## src/rse_pkg.sv

```systemverilog
/*
  shared constants for the ramp sweep extension block: register offsets,
  field positions, reset values, ramp types and engine states.
  assumes a byte-addressed classic wishbone bus with 32-bit words.
*/
package rse_pkg;
  // register byte offsets
  localparam logic [7:0] OFS_INT_FRAC  = 8'h00;
  localparam logic [7:0] OFS_CLOCK1    = 8'h08;
  localparam logic [7:0] OFS_FUNCTION  = 8'h0c;
  localparam logic [7:0] OFS_TEST      = 8'h10;
  localparam logic [7:0] OFS_DEVIATION = 8'h14;
  localparam logic [7:0] OFS_STEP      = 8'h18;
  localparam logic [7:0] OFS_DELAY     = 8'h1c;
  localparam logic [7:0] OFS_STATUS    = 8'h20;

  // field positions
  localparam int RAMP_ON_BIT     = 31;
  localparam int MUX_SEL_LSB     = 27;
  localparam int CLK1_LSB        = 3;
  localparam int CNT_RESET_BIT   = 3;
  localparam int RAMP_TYPE_LSB   = 10;
  localparam int CLK2_LSB        = 7;
  localparam int TEST_MODE_LSB   = 21;
  localparam int DEV_WORD_LSB    = 3;
  localparam int DEV_OFS_LSB     = 19;
  localparam int SET_SELECT_BIT  = 23;
  localparam int DUAL_RATE_BIT   = 24;
  localparam int SHIFT_ON_BIT    = 25;
  localparam int PARABOLIC_BIT   = 28;
  localparam int STEPS_LSB       = 3;
  localparam int DELAY_WORD_LSB  = 3;
  localparam int DELAY_START_BIT = 15;
  localparam int DELAY_CLK_BIT   = 16;
  localparam int INTER_DELAY_BIT = 17;
  localparam int DELAY_FL_BIT    = 18;

  // field codes and reset values
  localparam logic [3:0]  MUX_RAMP_DONE  = 4'hf;
  localparam logic [4:0]  TEST_RAMP_DONE = 5'h03;
  localparam logic [31:0] REG_RESET      = 32'h0000_0000;

  typedef enum logic [1:0] {
    RSE_SAW      = 2'h0,
    RSE_TRIANGLE = 2'h1,
    RSE_SAW_ONCE = 2'h2,
    RSE_BURST    = 2'h3
  } rse_ramp_t;

  // gray along idle -> delay -> ramp -> hold
  typedef enum logic [1:0] {
    RSE_IDLE  = 2'b00,
    RSE_DELAY = 2'b01,
    RSE_RAMP  = 2'b11,
    RSE_HOLD  = 2'b10
  } rse_state_t;
endpackage : rse_pkg

```

## src/rse_timer.sv

```systemverilog
/*
  reloading down counter of phase-compare ticks; pulses when a period ends.
  assumes tick_in is a one-cycle pulse per phase-compare period.
*/
`timescale 1ns/10ps
`default_nettype none
module rse_timer (
  input  wire logic        sys_clk_in,
  input  wire logic        reset_in,
  input  wire logic        run_in,
  input  wire logic [23:0] period_in,
  input  wire logic        tick_in,
  output logic             expire_out
);
  logic [23:0] cnt_r;

  // a zero period behaves as one tick
  assign expire_out = run_in && tick_in && (cnt_r <= 24'h000001);

  always_ff @(posedge sys_clk_in) begin
    if (reset_in) begin
      cnt_r <= 24'h000000;
    end else if (!run_in || expire_out) begin
      cnt_r <= period_in;
    end else if (tick_in) begin
      cnt_r <= cnt_r - 24'h000001;
    end
  end
endmodule : rse_timer
`default_nettype wire

```

## src/rse_wb_slave.sv

```systemverilog
/*
  classic wishbone slave front end: one wait state, registered read data.
  assumes the owner supplies read data combinationally from the address.
*/
`timescale 1ns/10ps
`default_nettype none
module rse_wb_slave (
  input  wire logic        sys_clk_in,
  input  wire logic        reset_in,
  input  wire logic        wb_cyc_in,
  input  wire logic        wb_stb_in,
  input  wire logic        wb_we_in,
  input  wire logic [3:0]  wb_sel_in,
  input  wire logic [31:0] rd_data_in,
  output logic             wb_ack_out,
  output logic [31:0]      wb_dat_out,
  output logic             wr_stb_out,
  output logic [31:0]      wr_mask_out
);
  logic ack_r;
  logic req;

  assign req         = wb_cyc_in && wb_stb_in;
  assign wb_ack_out  = ack_r;
  // writes take effect on the edge where the master sees ack
  assign wr_stb_out  = req && wb_we_in && ack_r;
  assign wr_mask_out = {{8{wb_sel_in[3]}}, {8{wb_sel_in[2]}},
                        {8{wb_sel_in[1]}}, {8{wb_sel_in[0]}}};

  always_ff @(posedge sys_clk_in) begin
    if (reset_in) begin
      ack_r <= 1'b0;
    end else begin
      ack_r <= req && !ack_r;
    end
  end

  always_ff @(posedge sys_clk_in) begin
    if (reset_in) begin
      wb_dat_out <= 32'h0000_0000;
    end else if (req && !ack_r && !wb_we_in) begin
      wb_dat_out <= rd_data_in;
    end
  end
endmodule : rse_wb_slave
`default_nettype wire

```

## src/rse_ramp_ext.sv

```systemverilog
/*
  ramp sweep extensions: dual rates, shift on ramp, delays, fast-lock, parabolic, complete.
  assumes pfd_tick_in pulses once per phase-compare period, synchronous.
*/
// Contract
// - dual_rate_enable runs two ramps with separate step and deviation sets.
// - second-ramp settings may change mid-sweep without disturbing it.
// - deviation word, offset and set select live in deviation_register.
// - 20-bit step count and set select live in step_register.
// - shift_on_ramp_enable superimposes set-1 deviation on the linear ramp.
// - delayed_start_enable holds off the ramp start by the delay.
// - delay word counts phase-compare periods when delay_clock_select is 0.
// - delay_clock_select 1 multiplies the delay word by the first divider.
// - inter_ramp_delay_enable inserts the delay between sawtooth ramps and after each triangle period; burst holds.
// - delay_fastlock_enable gives fast-lock during the first delay only.
// - parabolic mode adds n times deviation at step n.
// - parabolic_enable written 1 turns on the parabolic sweep.
// - parabolic step timer equals the linear one.
// - parabolic span follows the triangular and burst sum formulas.
// - muxout shows ramp complete when its select and test field match.
// - ramp starts when int_frac_register bit 31 is written 1.
// - each step lasts first divider times second divider periods.
`timescale 1ns/10ps
`default_nettype none
module rse_ramp_ext (
  input  wire logic        sys_clk_in,
  input  wire logic        reset_in,
  input  wire logic        pfd_tick_in,
  input  wire logic        wb_cyc_in,
  input  wire logic        wb_stb_in,
  input  wire logic        wb_we_in,
  input  wire logic [7:0]  wb_adr_in,
  input  wire logic [3:0]  wb_sel_in,
  input  wire logic [31:0] wb_dat_in,
  output logic             wb_ack_out,
  output logic [31:0]      wb_dat_out,
  output logic [47:0]      freq_offset_out,
  output logic             ramp_active_out,
  output logic             fastlock_out,
  output logic             muxout_out
);
  logic [31:0]         int_frac_r, clock1_r, function_r, test_r, delay_r;
  logic [15:0]         dev_word_r [2];
  logic [3:0]          dev_ofs_r [2];
  logic [19:0]         steps_r [2];
  logic                dual_en_r, shift_en_r, para_en_r;
  rse_pkg::rse_state_t state_r;
  logic                cur_set_r, dir_down_r, wrap_r, first_dly_r, cplt_r, shift_ph_r;
  logic [30:0]         seg_dev_r;
  logic [20:0]         seg_steps_r, step_cnt_r;
  logic [47:0]         acc_r, par_inc_r;
  logic [47:0]         inc;
  logic [31:0]         rd_data, wr_mask, wr_val;
  logic                wr_stb, start_req, stop_req, step_tick, dly_tick, seg_end;
  logic                cnt_reset, inter_dly, next_set;
  logic [23:0]         step_period, delay_len;
  logic [11:0]         clk1, clk2, dly_word;
  rse_pkg::rse_ramp_t  ramp_type;

  function automatic logic [23:0] mul12(input logic [11:0] a, input logic [11:0] b);
    mul12 = a * b;
  endfunction : mul12

  function automatic logic [30:0] dev_eff(input logic [15:0] w, input logic [3:0] s);
    dev_eff = {15'h0000, w} << s;
  endfunction : dev_eff

  function automatic logic [31:0] merge(input logic [31:0] old, input logic [31:0] nw,
                                        input logic [31:0] m);
    merge = (old & ~m) | (nw & m);
  endfunction : merge

  rse_wb_slave u_slave (
    .sys_clk_in (sys_clk_in),
    .reset_in   (reset_in),
    .wb_cyc_in  (wb_cyc_in),
    .wb_stb_in  (wb_stb_in),
    .wb_we_in   (wb_we_in),
    .wb_sel_in  (wb_sel_in),
    .rd_data_in (rd_data),
    .wb_ack_out (wb_ack_out),
    .wb_dat_out (wb_dat_out),
    .wr_stb_out (wr_stb),
    .wr_mask_out(wr_mask)
  );

  assign clk1      = clock1_r[rse_pkg::CLK1_LSB +: 12];
  assign clk2      = test_r[rse_pkg::CLK2_LSB +: 12];
  assign dly_word  = delay_r[rse_pkg::DELAY_WORD_LSB +: 12];
  assign ramp_type = rse_pkg::rse_ramp_t'(function_r[rse_pkg::RAMP_TYPE_LSB +: 2]);
  assign cnt_reset = function_r[rse_pkg::CNT_RESET_BIT];
  assign inter_dly = delay_r[rse_pkg::INTER_DELAY_BIT];
  assign wr_val    = wb_dat_in & wr_mask;
  assign start_req = wr_stb && (wb_adr_in == rse_pkg::OFS_INT_FRAC)
                     && wr_mask[rse_pkg::RAMP_ON_BIT] && wr_val[rse_pkg::RAMP_ON_BIT];
  assign stop_req  = wr_stb && (wb_adr_in == rse_pkg::OFS_INT_FRAC)
                     && wr_mask[rse_pkg::RAMP_ON_BIT] && !wr_val[rse_pkg::RAMP_ON_BIT];
  assign step_period = mul12(clk1, clk2);
  assign delay_len = delay_r[rse_pkg::DELAY_CLK_BIT] ? mul12(dly_word, clk1)
                                                     : {12'h000, dly_word};
  assign seg_end   = step_tick && !wrap_r && (state_r == rse_pkg::RSE_RAMP)
                     && (step_cnt_r + 21'h000001 >= seg_steps_r);
  assign next_set  = dual_en_r ? !cur_set_r : 1'b0;
  assign inc       = para_en_r ? par_inc_r + {17'h00000, seg_dev_r}
                               : {17'h00000, seg_dev_r};

  rse_timer u_step_timer (
    .sys_clk_in (sys_clk_in),
    .reset_in   (reset_in),
    .run_in     ((state_r == rse_pkg::RSE_RAMP) || (state_r == rse_pkg::RSE_HOLD)),
    .period_in  (step_period),
    .tick_in    (pfd_tick_in),
    .expire_out (step_tick)
  );

  rse_timer u_delay_timer (
    .sys_clk_in (sys_clk_in),
    .reset_in   (reset_in),
    .run_in     (state_r == rse_pkg::RSE_DELAY),
    .period_in  (delay_len),
    .tick_in    (pfd_tick_in),
    .expire_out (dly_tick)
  );

  // register writes
  always_ff @(posedge sys_clk_in) begin
    if (reset_in) begin
      int_frac_r <= rse_pkg::REG_RESET;
      clock1_r   <= rse_pkg::REG_RESET;
      function_r <= rse_pkg::REG_RESET;
      test_r     <= rse_pkg::REG_RESET;
      delay_r    <= rse_pkg::REG_RESET;
      dual_en_r  <= 1'b0;
      shift_en_r <= 1'b0;
      para_en_r  <= 1'b0;
      for (int i = 0; i < 2; i++) begin
        dev_word_r[i] <= 16'h0000;
        dev_ofs_r[i]  <= 4'h0;
        steps_r[i]    <= 20'h00000;
      end
    end else if (wr_stb) begin
      if (wb_adr_in == rse_pkg::OFS_INT_FRAC) begin
        int_frac_r <= merge(int_frac_r, wb_dat_in, wr_mask);
      end else if (wb_adr_in == rse_pkg::OFS_CLOCK1) begin
        clock1_r <= merge(clock1_r, wb_dat_in, wr_mask);
      end else if (wb_adr_in == rse_pkg::OFS_FUNCTION) begin
        function_r <= merge(function_r, wb_dat_in, wr_mask);
      end else if (wb_adr_in == rse_pkg::OFS_TEST) begin
        test_r <= merge(test_r, wb_dat_in, wr_mask);
      end else if (wb_adr_in == rse_pkg::OFS_DEVIATION) begin
        dev_word_r[wb_dat_in[rse_pkg::SET_SELECT_BIT]] <=
          wb_dat_in[rse_pkg::DEV_WORD_LSB +: 16];
        dev_ofs_r[wb_dat_in[rse_pkg::SET_SELECT_BIT]] <=
          wb_dat_in[rse_pkg::DEV_OFS_LSB +: 4];
        dual_en_r  <= wb_dat_in[rse_pkg::DUAL_RATE_BIT];
        shift_en_r <= wb_dat_in[rse_pkg::SHIFT_ON_BIT];
        para_en_r  <= wb_dat_in[rse_pkg::PARABOLIC_BIT];
      end else if (wb_adr_in == rse_pkg::OFS_STEP) begin
        steps_r[wb_dat_in[rse_pkg::SET_SELECT_BIT]] <=
          wb_dat_in[rse_pkg::STEPS_LSB +: 20];
      end else if (wb_adr_in == rse_pkg::OFS_DELAY) begin
        delay_r <= merge(delay_r, wb_dat_in, wr_mask);
      end
    end
  end

  // read mux; unmapped offsets read zero
  always_comb begin
    rd_data = 32'h0000_0000;
    if (wb_adr_in == rse_pkg::OFS_INT_FRAC) begin
      rd_data = int_frac_r;
    end else if (wb_adr_in == rse_pkg::OFS_CLOCK1) begin
      rd_data = clock1_r;
    end else if (wb_adr_in == rse_pkg::OFS_FUNCTION) begin
      rd_data = function_r;
    end else if (wb_adr_in == rse_pkg::OFS_TEST) begin
      rd_data = test_r;
    end else if (wb_adr_in == rse_pkg::OFS_DELAY) begin
      rd_data = delay_r;
    end else if (wb_adr_in == rse_pkg::OFS_STATUS) begin
      rd_data = {state_r, cur_set_r, dir_down_r, cplt_r, fastlock_out, 5'h00,
                 step_cnt_r};
    end
  end

  // sweep engine
  always_ff @(posedge sys_clk_in) begin
    if (reset_in) begin
      state_r     <= rse_pkg::RSE_IDLE;
      cur_set_r   <= 1'b0;
      dir_down_r  <= 1'b0;
      wrap_r      <= 1'b0;
      first_dly_r <= 1'b0;
      cplt_r      <= 1'b0;
      shift_ph_r  <= 1'b0;
      seg_dev_r   <= 31'h0000_0000;
      seg_steps_r <= 21'h000000;
      step_cnt_r  <= 21'h000000;
      acc_r       <= 48'h0000_0000_0000;
      par_inc_r   <= 48'h0000_0000_0000;
    end else if (stop_req) begin
      state_r <= rse_pkg::RSE_IDLE;
      cplt_r  <= 1'b0;
      shift_ph_r <= 1'b0;
    end else if (cnt_reset) begin
      step_cnt_r <= 21'h000000;
      acc_r      <= 48'h0000_0000_0000;
      par_inc_r  <= 48'h0000_0000_0000;
    end else begin
      if (step_tick && !seg_end) begin
        cplt_r <= 1'b0;
      end
      case (state_r)
        rse_pkg::RSE_IDLE: begin
          if (start_req) begin
            cur_set_r   <= 1'b0;
            dir_down_r  <= 1'b0;
            wrap_r      <= 1'b0;
            seg_dev_r   <= dev_eff(dev_word_r[0], dev_ofs_r[0]);
            seg_steps_r <= {1'b0, steps_r[0]}
                           + {20'h00000, para_en_r && (ramp_type == rse_pkg::RSE_TRIANGLE)};
            step_cnt_r  <= 21'h000000;
            acc_r       <= 48'h0000_0000_0000;
            par_inc_r   <= 48'h0000_0000_0000;
            first_dly_r <= delay_r[rse_pkg::DELAY_START_BIT];
            state_r     <= delay_r[rse_pkg::DELAY_START_BIT] ? rse_pkg::RSE_DELAY
                                                             : rse_pkg::RSE_RAMP;
          end
        end
        rse_pkg::RSE_DELAY: begin
          if (dly_tick) begin
            first_dly_r <= 1'b0;
            state_r     <= rse_pkg::RSE_RAMP;
          end
        end
        rse_pkg::RSE_RAMP: begin
          if (step_tick) begin
            shift_ph_r <= !shift_ph_r;
            if (wrap_r) begin
              wrap_r     <= 1'b0;
              acc_r      <= 48'h0000_0000_0000;
              step_cnt_r <= 21'h000000;
              if (ramp_type == rse_pkg::RSE_SAW_ONCE) begin
                state_r <= rse_pkg::RSE_HOLD;
              end else if (inter_dly) begin
                state_r <= rse_pkg::RSE_DELAY;
              end
            end else begin
              acc_r      <= dir_down_r ? acc_r - inc : acc_r + inc;
              par_inc_r  <= para_en_r ? inc : par_inc_r;
              step_cnt_r <= step_cnt_r + 21'h000001;
            end
            if (seg_end) begin
              cplt_r     <= 1'b1;
              step_cnt_r <= 21'h000000;
              par_inc_r  <= 48'h0000_0000_0000;
              cur_set_r  <= next_set;
              seg_dev_r  <= dev_eff(dev_word_r[next_set], dev_ofs_r[next_set]);
              seg_steps_r <= {1'b0, steps_r[next_set]}
                             + {20'h00000, para_en_r && (ramp_type == rse_pkg::RSE_TRIANGLE)};
              if (ramp_type == rse_pkg::RSE_TRIANGLE) begin
                dir_down_r <= !dir_down_r;
                if (dir_down_r && inter_dly) begin
                  state_r <= rse_pkg::RSE_DELAY;
                end
              end else if (ramp_type == rse_pkg::RSE_BURST) begin
                state_r <= rse_pkg::RSE_HOLD;
              end else begin
                wrap_r <= 1'b1;
              end
            end
          end
        end
        rse_pkg::RSE_HOLD: begin
          state_r <= rse_pkg::RSE_HOLD;
        end
        default: begin
          state_r <= rse_pkg::RSE_IDLE;
        end
      endcase
    end
  end

  // output pins
  always_ff @(posedge sys_clk_in) begin
    if (reset_in) begin
      freq_offset_out <= 48'h0000_0000_0000;
      muxout_out      <= 1'b0;
    end else begin
      freq_offset_out <= acc_r + ((shift_en_r && shift_ph_r)
                         ? {17'h00000, dev_eff(dev_word_r[1], dev_ofs_r[1])}
                         : 48'h0000_0000_0000);
      muxout_out <= cplt_r
                    && (int_frac_r[rse_pkg::MUX_SEL_LSB +: 4] == rse_pkg::MUX_RAMP_DONE)
                    && (test_r[rse_pkg::TEST_MODE_LSB +: 5] == rse_pkg::TEST_RAMP_DONE);
    end
  end
  assign ramp_active_out = (state_r != rse_pkg::RSE_IDLE);
  assign fastlock_out    = (state_r == rse_pkg::RSE_DELAY) && first_dly_r
                           && delay_r[rse_pkg::DELAY_FL_BIT];
endmodule : rse_ramp_ext
`default_nettype wire

```

## config.mk

```make
export PLATFORM = sky130hd
export DESIGN_NAME = rse_ramp_ext
export DESIGN_NICKNAME = d
export VERILOG_FILES = /design/src/rse_pkg.sv /design/src/rse_timer.sv /design/src/rse_wb_slave.sv /design/src/rse_ramp_ext.sv
export SDC_FILE = /design/constraint.sdc
export NUM_CORES = 2
export LEC_CHECK = 0
export BUFFER_PORTS_ARGS = -buffer_cell sky130_fd_sc_hd__buf_2
export CAP_MARGIN = 20
export CORE_MARGIN = 2
export CORE_UTILIZATION = 64
export DETAILED_ROUTE_END_ITERATION = 16
export GPL_ROUTABILITY_DRIVEN = 0
export PLACE_DENSITY = 0.82
export REMOVE_ABC_BUFFERS = 1
export SYNTH_ARGS = -nofsm -noshare
export SYNTH_HDL_FRONTEND = slang
export SYNTH_SLANG_ARGS = --single-unit
export TNS_END_PERCENT = 30
```

## constraint.sdc

```tcl
create_clock -name sys_clk_in -period 7.97 [get_ports sys_clk_in]
set_input_delay 0.797 -clock sys_clk_in [delete_from_list [all_inputs] [get_ports sys_clk_in]]
set_output_delay 0.797 -clock sys_clk_in [all_outputs]
set_load 0.01 [all_outputs]
```

* Word-level counts from Yosys, hierarchy flattened
Memories as Yosys holds them, arrays and structs flattened.
Index checks and enable logic that the tools add are counted.
** Storage, ports and cells
- Register bits :: 470
- RAM bits :: 80
- Bits of input ports :: 50
- Logic and storage cells :: 253
- Memories kept :: 3
** Cells by class
- Add/sub/neg operators :: 9
- Multipliers :: 2
- $lt $le $gt $ge :: 3
- Eq/ne operators :: 24
- Shifts and indexed selects :: 3
- Mux-type cells :: 100
- Bitwise logic cells :: 20
- Reduce and logical (&&, ||, !) cells :: 63
** Memories
- steps_r :: depth 2, width 20, rd ports 2, clocked after memory_dff 0, write ports 2, RTL line rse_ramp_ext.sv:45 : logic [19:0] steps_r [2];
- dev_word_r :: depth 2, width 16, rd ports 3, clocked after memory_dff 0, write ports 2, RTL line rse_ramp_ext.sv:43 : logic [15:0] dev_word_r [2];
- dev_ofs_r :: depth 2, width 4, rd ports 3, clocked after memory_dff 0, write ports 2, RTL line rse_ramp_ext.sv:44 : logic [3:0] dev_ofs_r [2];
** Operator list (number)
- $mux W48 :: 11
- $and A32 B32 Y32 :: 6
- $mux W32 :: 6
- $pmux W48 S2 :: 2
- $mux W21 :: 8
- $or A32 B32 Y32 :: 5
- $mux W31 :: 4
- $mux W24 :: 5
- $add A48 B31 Y48 :: 2
- $shl A16 B4 Y31 :: 3
- $pmux W21 S2 :: 2
- $pmux W31 S2 :: 1
- $add A48 B48 Y48 :: 1
- $le A24 B1 Y1 const B :: 2
- $mul A12 B12 Y24 :: 2
- $sub A24 B1 Y24 const B :: 2
- $sub A48 B48 Y48 :: 1
- $add A20 B1 Y21 :: 2
- $mux W1 :: 42
- $eq A8 B5 Y1 const B :: 4
- $not A32 Y32 :: 1
- $logic_and A1 B1 Y1 :: 24
- $mux W2 :: 11
- $add A21 B1 Y21 const B :: 1
- 34 further kinds :: 76

* Longest topological paths before layout
- Depth in word-level cells :: 13
- Mapped depth :: 29
- Depth with buffers taken out :: 28

* By module
From an unflattened synthesis, not the netlist that was laid out.
** Second synthesis, totals
- Cell total of the unflattened synthesis :: 5590
- Area, all modules :: 44436.4 um2
** By module, submodules not included
- rse_ramp_ext :: times used 1, cells an instance 4973, area each 39303.9 um2
- rse_timer :: times used 2, cells an instance 220, area each 1691.6 um2
- rse_wb_slave :: times used 1, cells an instance 177, area each 1749.2 um2

* Worst setup path after synthesis
Ideal clock, no wire load.
- Path kind :: register to register
- Start :: register seg_dev_r[0]
- End :: register acc_r[47]
- Setup time :: 0.117 ns
- Data arrival time :: 5.919 ns
- Data required time :: 7.853 ns
- Path slack :: 1.934 ns
- Stages on the path, launching flop included :: 28
- Buffers on the path :: 1
- Period minus slack after synthesis :: 6.036 ns
- Cells stage by stage :: dfxtp_1 > ha_1 > fa_1 > a211oi_1 > o211ai_2 > nand3_1 > nand2_1 > xor2_1 > or4b_4 > and2_2 > nor2_1 > nand3_1 > or4_1 > nor3_1 > nor2_1 > xor2_1 > ha_1 > clkbuf_1 > a21oi_1 > o21a_1 > o31ai_1 > a41o_1 > a221o_1 > a2111o_1 > a211o_1 > o21ai_0 > xnor2_1 > a22o_1
** Between the ends
- Word-level cells in the longest chain between the ends :: 8
- Elaborated cells on any way between the ends :: 9
** Ends and longest elaborated chain
- from (decl) :: RTL line rse_ramp_ext.sv:49 : logic [30:0] seg_dev_r;
- from (signal assigned) :: RTL line rse_ramp_ext.sv:219 : seg_dev_r <= dev_eff(dev_word_r[0], dev_ofs_r[0]);
- from (signal assigned) :: RTL line rse_ramp_ext.sv:258 : seg_dev_r <= dev_eff(dev_word_r[next_set], dev_ofs_r[next_set]);
- $add A48 B31 Y48 :: RTL line rse_ramp_ext.sv:104 : assign inc = para_en_r ? par_inc_r + {17'h00000, seg_dev_r}
- $mux W48 (*) :: RTL line rse_ramp_ext.sv:104
- $add A48 B48 Y48 or $sub A48 B48 Y48 (tied branches) :: RTL line rse_ramp_ext.sv:249 : acc_r <= dir_down_r ? acc_r - inc : acc_r + inc;
- $mux W48 (*) :: RTL line rse_ramp_ext.sv:249
- $mux W48 (*) :: RTL line rse_ramp_ext.sv:239 : if (wrap_r) begin
- $mux W48 (*) :: RTL line rse_ramp_ext.sv:237 : if (step_tick) begin
- $pmux W48 S2 (*) :: RTL line rse_ramp_ext.sv:213 : case (state_r)
- $mux W48 (*) :: RTL line rse_ramp_ext.sv:205 : end else if (cnt_reset) begin
- to (signal assigned) :: RTL line rse_ramp_ext.sv:249
- to (decl) :: RTL line rse_ramp_ext.sv:51 : logic [47:0] acc_r, par_inc_r;
Every way passes the cells marked *; elsewhere a longest branch is shown, timed or not. The select of a mux whose other input is x is not followed.
A chain may end at the register's enable or synchronous reset.

* Worst setup path after layout
Ends and elaborated chain as after synthesis.

==> results.ini <==
[worst_setup_path]
r2r-start = seg_dev_r[0]
worst-setup-path-type = reg -> reg
timing.critical_path.from_type = register
crit_arrival_ns = 7.44
worst_ep_required_time_ns = 8.53
cp-end-kind = register
critical_path.startpoint = seg_dev_r[0]
critPathMaxFanout = 7

[timing]
rsz0062_at_grt = no
hold_ws_ns = 0.437
setup_slack_ns = 1.09
minimum_period_implied_by_the_final_worst_setup_slack_ns = 6.88
slew_headroom_pct = 20.9
timing_worst_slew_pin_value_ns = 1.16
hold_viol_final = 0
report.final.setup_viol = 0
final.period_utilization_pct = 86.3
fmax_ghz = 0.145
slew_violations = 0
fin_worst_skew_ns = 0.0326

[job]
drv.max_cap_violation_count = 0

[clocking]
cts_tree = built
clk-insertion-delay-late_ns = 0.68
clkSlewWorstSetupHoldPaths_ns = 0.06
cts_hold_buffers = 0
cts_h_tree_lvls = 2
numCtsBuffers = 60
postCtsSetupBuffers = 0
clock_tree.root_cell = clkbuf_16
cts_sinks = 550
clock_path_buffers = 3
cts_resized = 0

[global_routing]
grt_overall_usage_pct = 35.2
final_global_route_overflow_total = 0
grt_start_max_net_pins = 99
number_of_antenna_violations_at_the_first_check_in_global_routing = 13
wire_length_of_the_first_global_routing_pass_mm = 192
first_global_vias = 36638

[die]
num_io_pins = 134
die-area_um2 = 68100
std_cell_rows = 94
core_area_um2 = 65500
die-width_um = 261
die_height_um = 261
initial_core_util_pct = 64.5

[logic_synthesis]
synth.largest_area_cell = dfxtp_1
yosys_warnings = 0
synth-seq-area-share_pct = 28.0
syn_area_per_cell_um2 = 8.22
synth.ff_latch_count = 550
synth_largest_type_area_fraction_pct = 22.3
synthTopCellsByCount = nor2_1, nand2_1, dfxtp_1
synth_edf_count = 80
post_synth_inst_count = 5142
ys_types = 92
async_flop_share_pct = 0
yosys_most_used_dff = dfxtp_1
syn_area_um2 = 42300
ys_top_cells_by_area = dfxtp_1, fa_1, ha_1, edfxtp_1, mux2i_1
yosysMostFrequentCell = nor2_1

[detailed_routing]
drc = 0
drc_marker_count_from_the_first_detailed_route_iteration = 3703
via_count = 38261
detail_route.wl_per_cell_um = 20.1
ant_nets = 0
drt_wl_total_mm = 121
drt-vias-per-instance = 6.35
number_of_detailed_routing_iterations_run_before_antenna_repair = 8

[power_and_ir_drop]
p_sw_share_pct = 38.1
p_seq_share_pct = 33.3
reported_leakage_power_nw = 18.9
power_density_nw_per_um2 = 207
comb_power_share_pct = 35.3
cell_internal_pwr_w = 0.00583
ir_drop_v = 0.000240
clockPowerShare_pct = 31.4
power.switching_w = 0.00359

[min_path]
worst_hold_check_path_type = in -> reg
hp-start = wb_dat_in[30]

[placement]
placed_cell_area_um2 = 43400
placedCellCount = 5898
dpl_worst_slack_ns = 1.23
placement.io_buffers = 133
dp.final_hpwl_mm = 87.3

[outcome]
run_status = completed

[finish]
num-nets-final = 5623
finalInstanceArea_um2 = 45600
final.fill_count = 5207
areaGrowthSynthToFinish_pct = 7.85
ff_latch_area_um2 = 11800
finalNonFillerCells = 6023
multiInputGateArea_um2 = 28100
final_layout_size_suffix_gt1_share_pct = 7.80

[worst max-delay path, cell delays in order, from the launching register on]
cell and delay (ns):
dfxtp_1 0.33, ha_1 0.24, fa_1 0.43, a211oi_1 0.39
o211ai_2 0.25, nand3_1 0.17, a21oi_1 0.09, o311a_1 0.31
a211oi_1 0.58, and2_1 0.28, nand2_1 0.12, nor2_1 0.21
a21oi_1 0.10, xor2_1 0.17, ha_1 0.38, a21o_1 0.22
a31oi_1 0.20, o31a_1 0.16, o21ai_0 0.07, a211o_1 0.30
a41o_1 0.30, a221o_1 0.38, a2111o_1 0.46, a211o_1 0.26
o21ai_0 0.10, xnor2_1 0.10, a22o_1 0.20
[final timing paths]
path / to / depth (start not counted) / slack [ns]
min: register / 3 / 0.44
min reg2reg: seg_steps_r[2] / 2 / 0.45
max reg2reg: acc_r[47] / 26 / 1.09
max: acc_r[47] / 26 / 1.09
[cell type report]
class	instances	share of cell area, %
Tap cell	864	2.37
Timing Repair Buffer	202	2.64
Clock inverter	36	0.936
Inverter	328	2.70
Antenna cell	4	0.0220
Sequential cell	550	25.9
Multi-Input combinational cell	3962	61.8
Clock buffer	77	3.64
[cell usage in the layout, fill, tap and decap left out, types with 60 or more instances in the layout]
| master | count |
|---|---|
| o21ai_0 | 186 |
| clkbuf_16 | 61 |
| edfxtp_1 | 80 |
| and2_1 | 156 |
| xor2_1 | 105 |
| ha_1 | 266 |
| mux2i_1 | 226 |
| dfxtp_1 | 468 |
| a22oi_1 | 111 |
| xnor2_1 | 121 |
| nand3_1 | 125 |
| a21oi_1 | 376 |
| buf_2 | 134 |
| nor3_1 | 143 |
| inv_1 | 328 |
| a21o_1 | 60 |
| nor2_1 | 601 |
| buf_4 | 62 |
| nand2_1 | 561 |
| fa_1 | 203 |
[power by group through the flow]
stage | Combinational (W) | Clock [W] | Sequential, W
2_1_floorplan | 0.00236 | 0 | 0.00315
3_3_place_gp | 0.00316 | 0 | 0.00318
3_5_place_dp | 0.00322 | 0 | 0.00319
4_1_cts | 0.00325 | 0.00298 | 0.00313
5_1_grt | 0.00366 | 0.00309 | 0.00316
6_report | 0.00332 | 0.00296 | 0.00314
[per-layer routing]
layer / vias up / wire length (um) / track usage (%)
li1: 17888 / - / -
met1: 17954 / 46200 / 43.8
met2: 1942 / 55400 / 57.5
met3: 471 / 11700 / 6.82
met4: 6 / 7780 / 20.1
met5: - / 29 / 0
[per-stage QoR]
stage	setup TNS, ns	utilization [%]	power, W
after detailed placement	0	66.3	0.00642
after floorplan	-12.44	-	0.00551
after global routing	0	69.5	0.00991
after global placement	0	66.2	0.00634
final	0	69.6	0.00943
after CTS	0	69.5	0.00936
[cell families (layout without fill, tap and decap cells)]
family / Yosys count / in the layout / synth area share [%]
adder cells (fa/ha/maj): 469 / 469 / 17.5
buffers and inverters: 630 / 643 / 5.62
AND/OR/NAND/NOR: 1893 / 1893 / 20.8
other: 0 / 4 / 0
XOR/XNOR: 226 / 226 / 4.68
flip-flops: 550 / 550 / 28.0
AO/OA/AOI/OAI: 1106 / 1106 / 17.0
multiplexers: 268 / 268 / 6.53
Power figures use the tool's default switching activity.
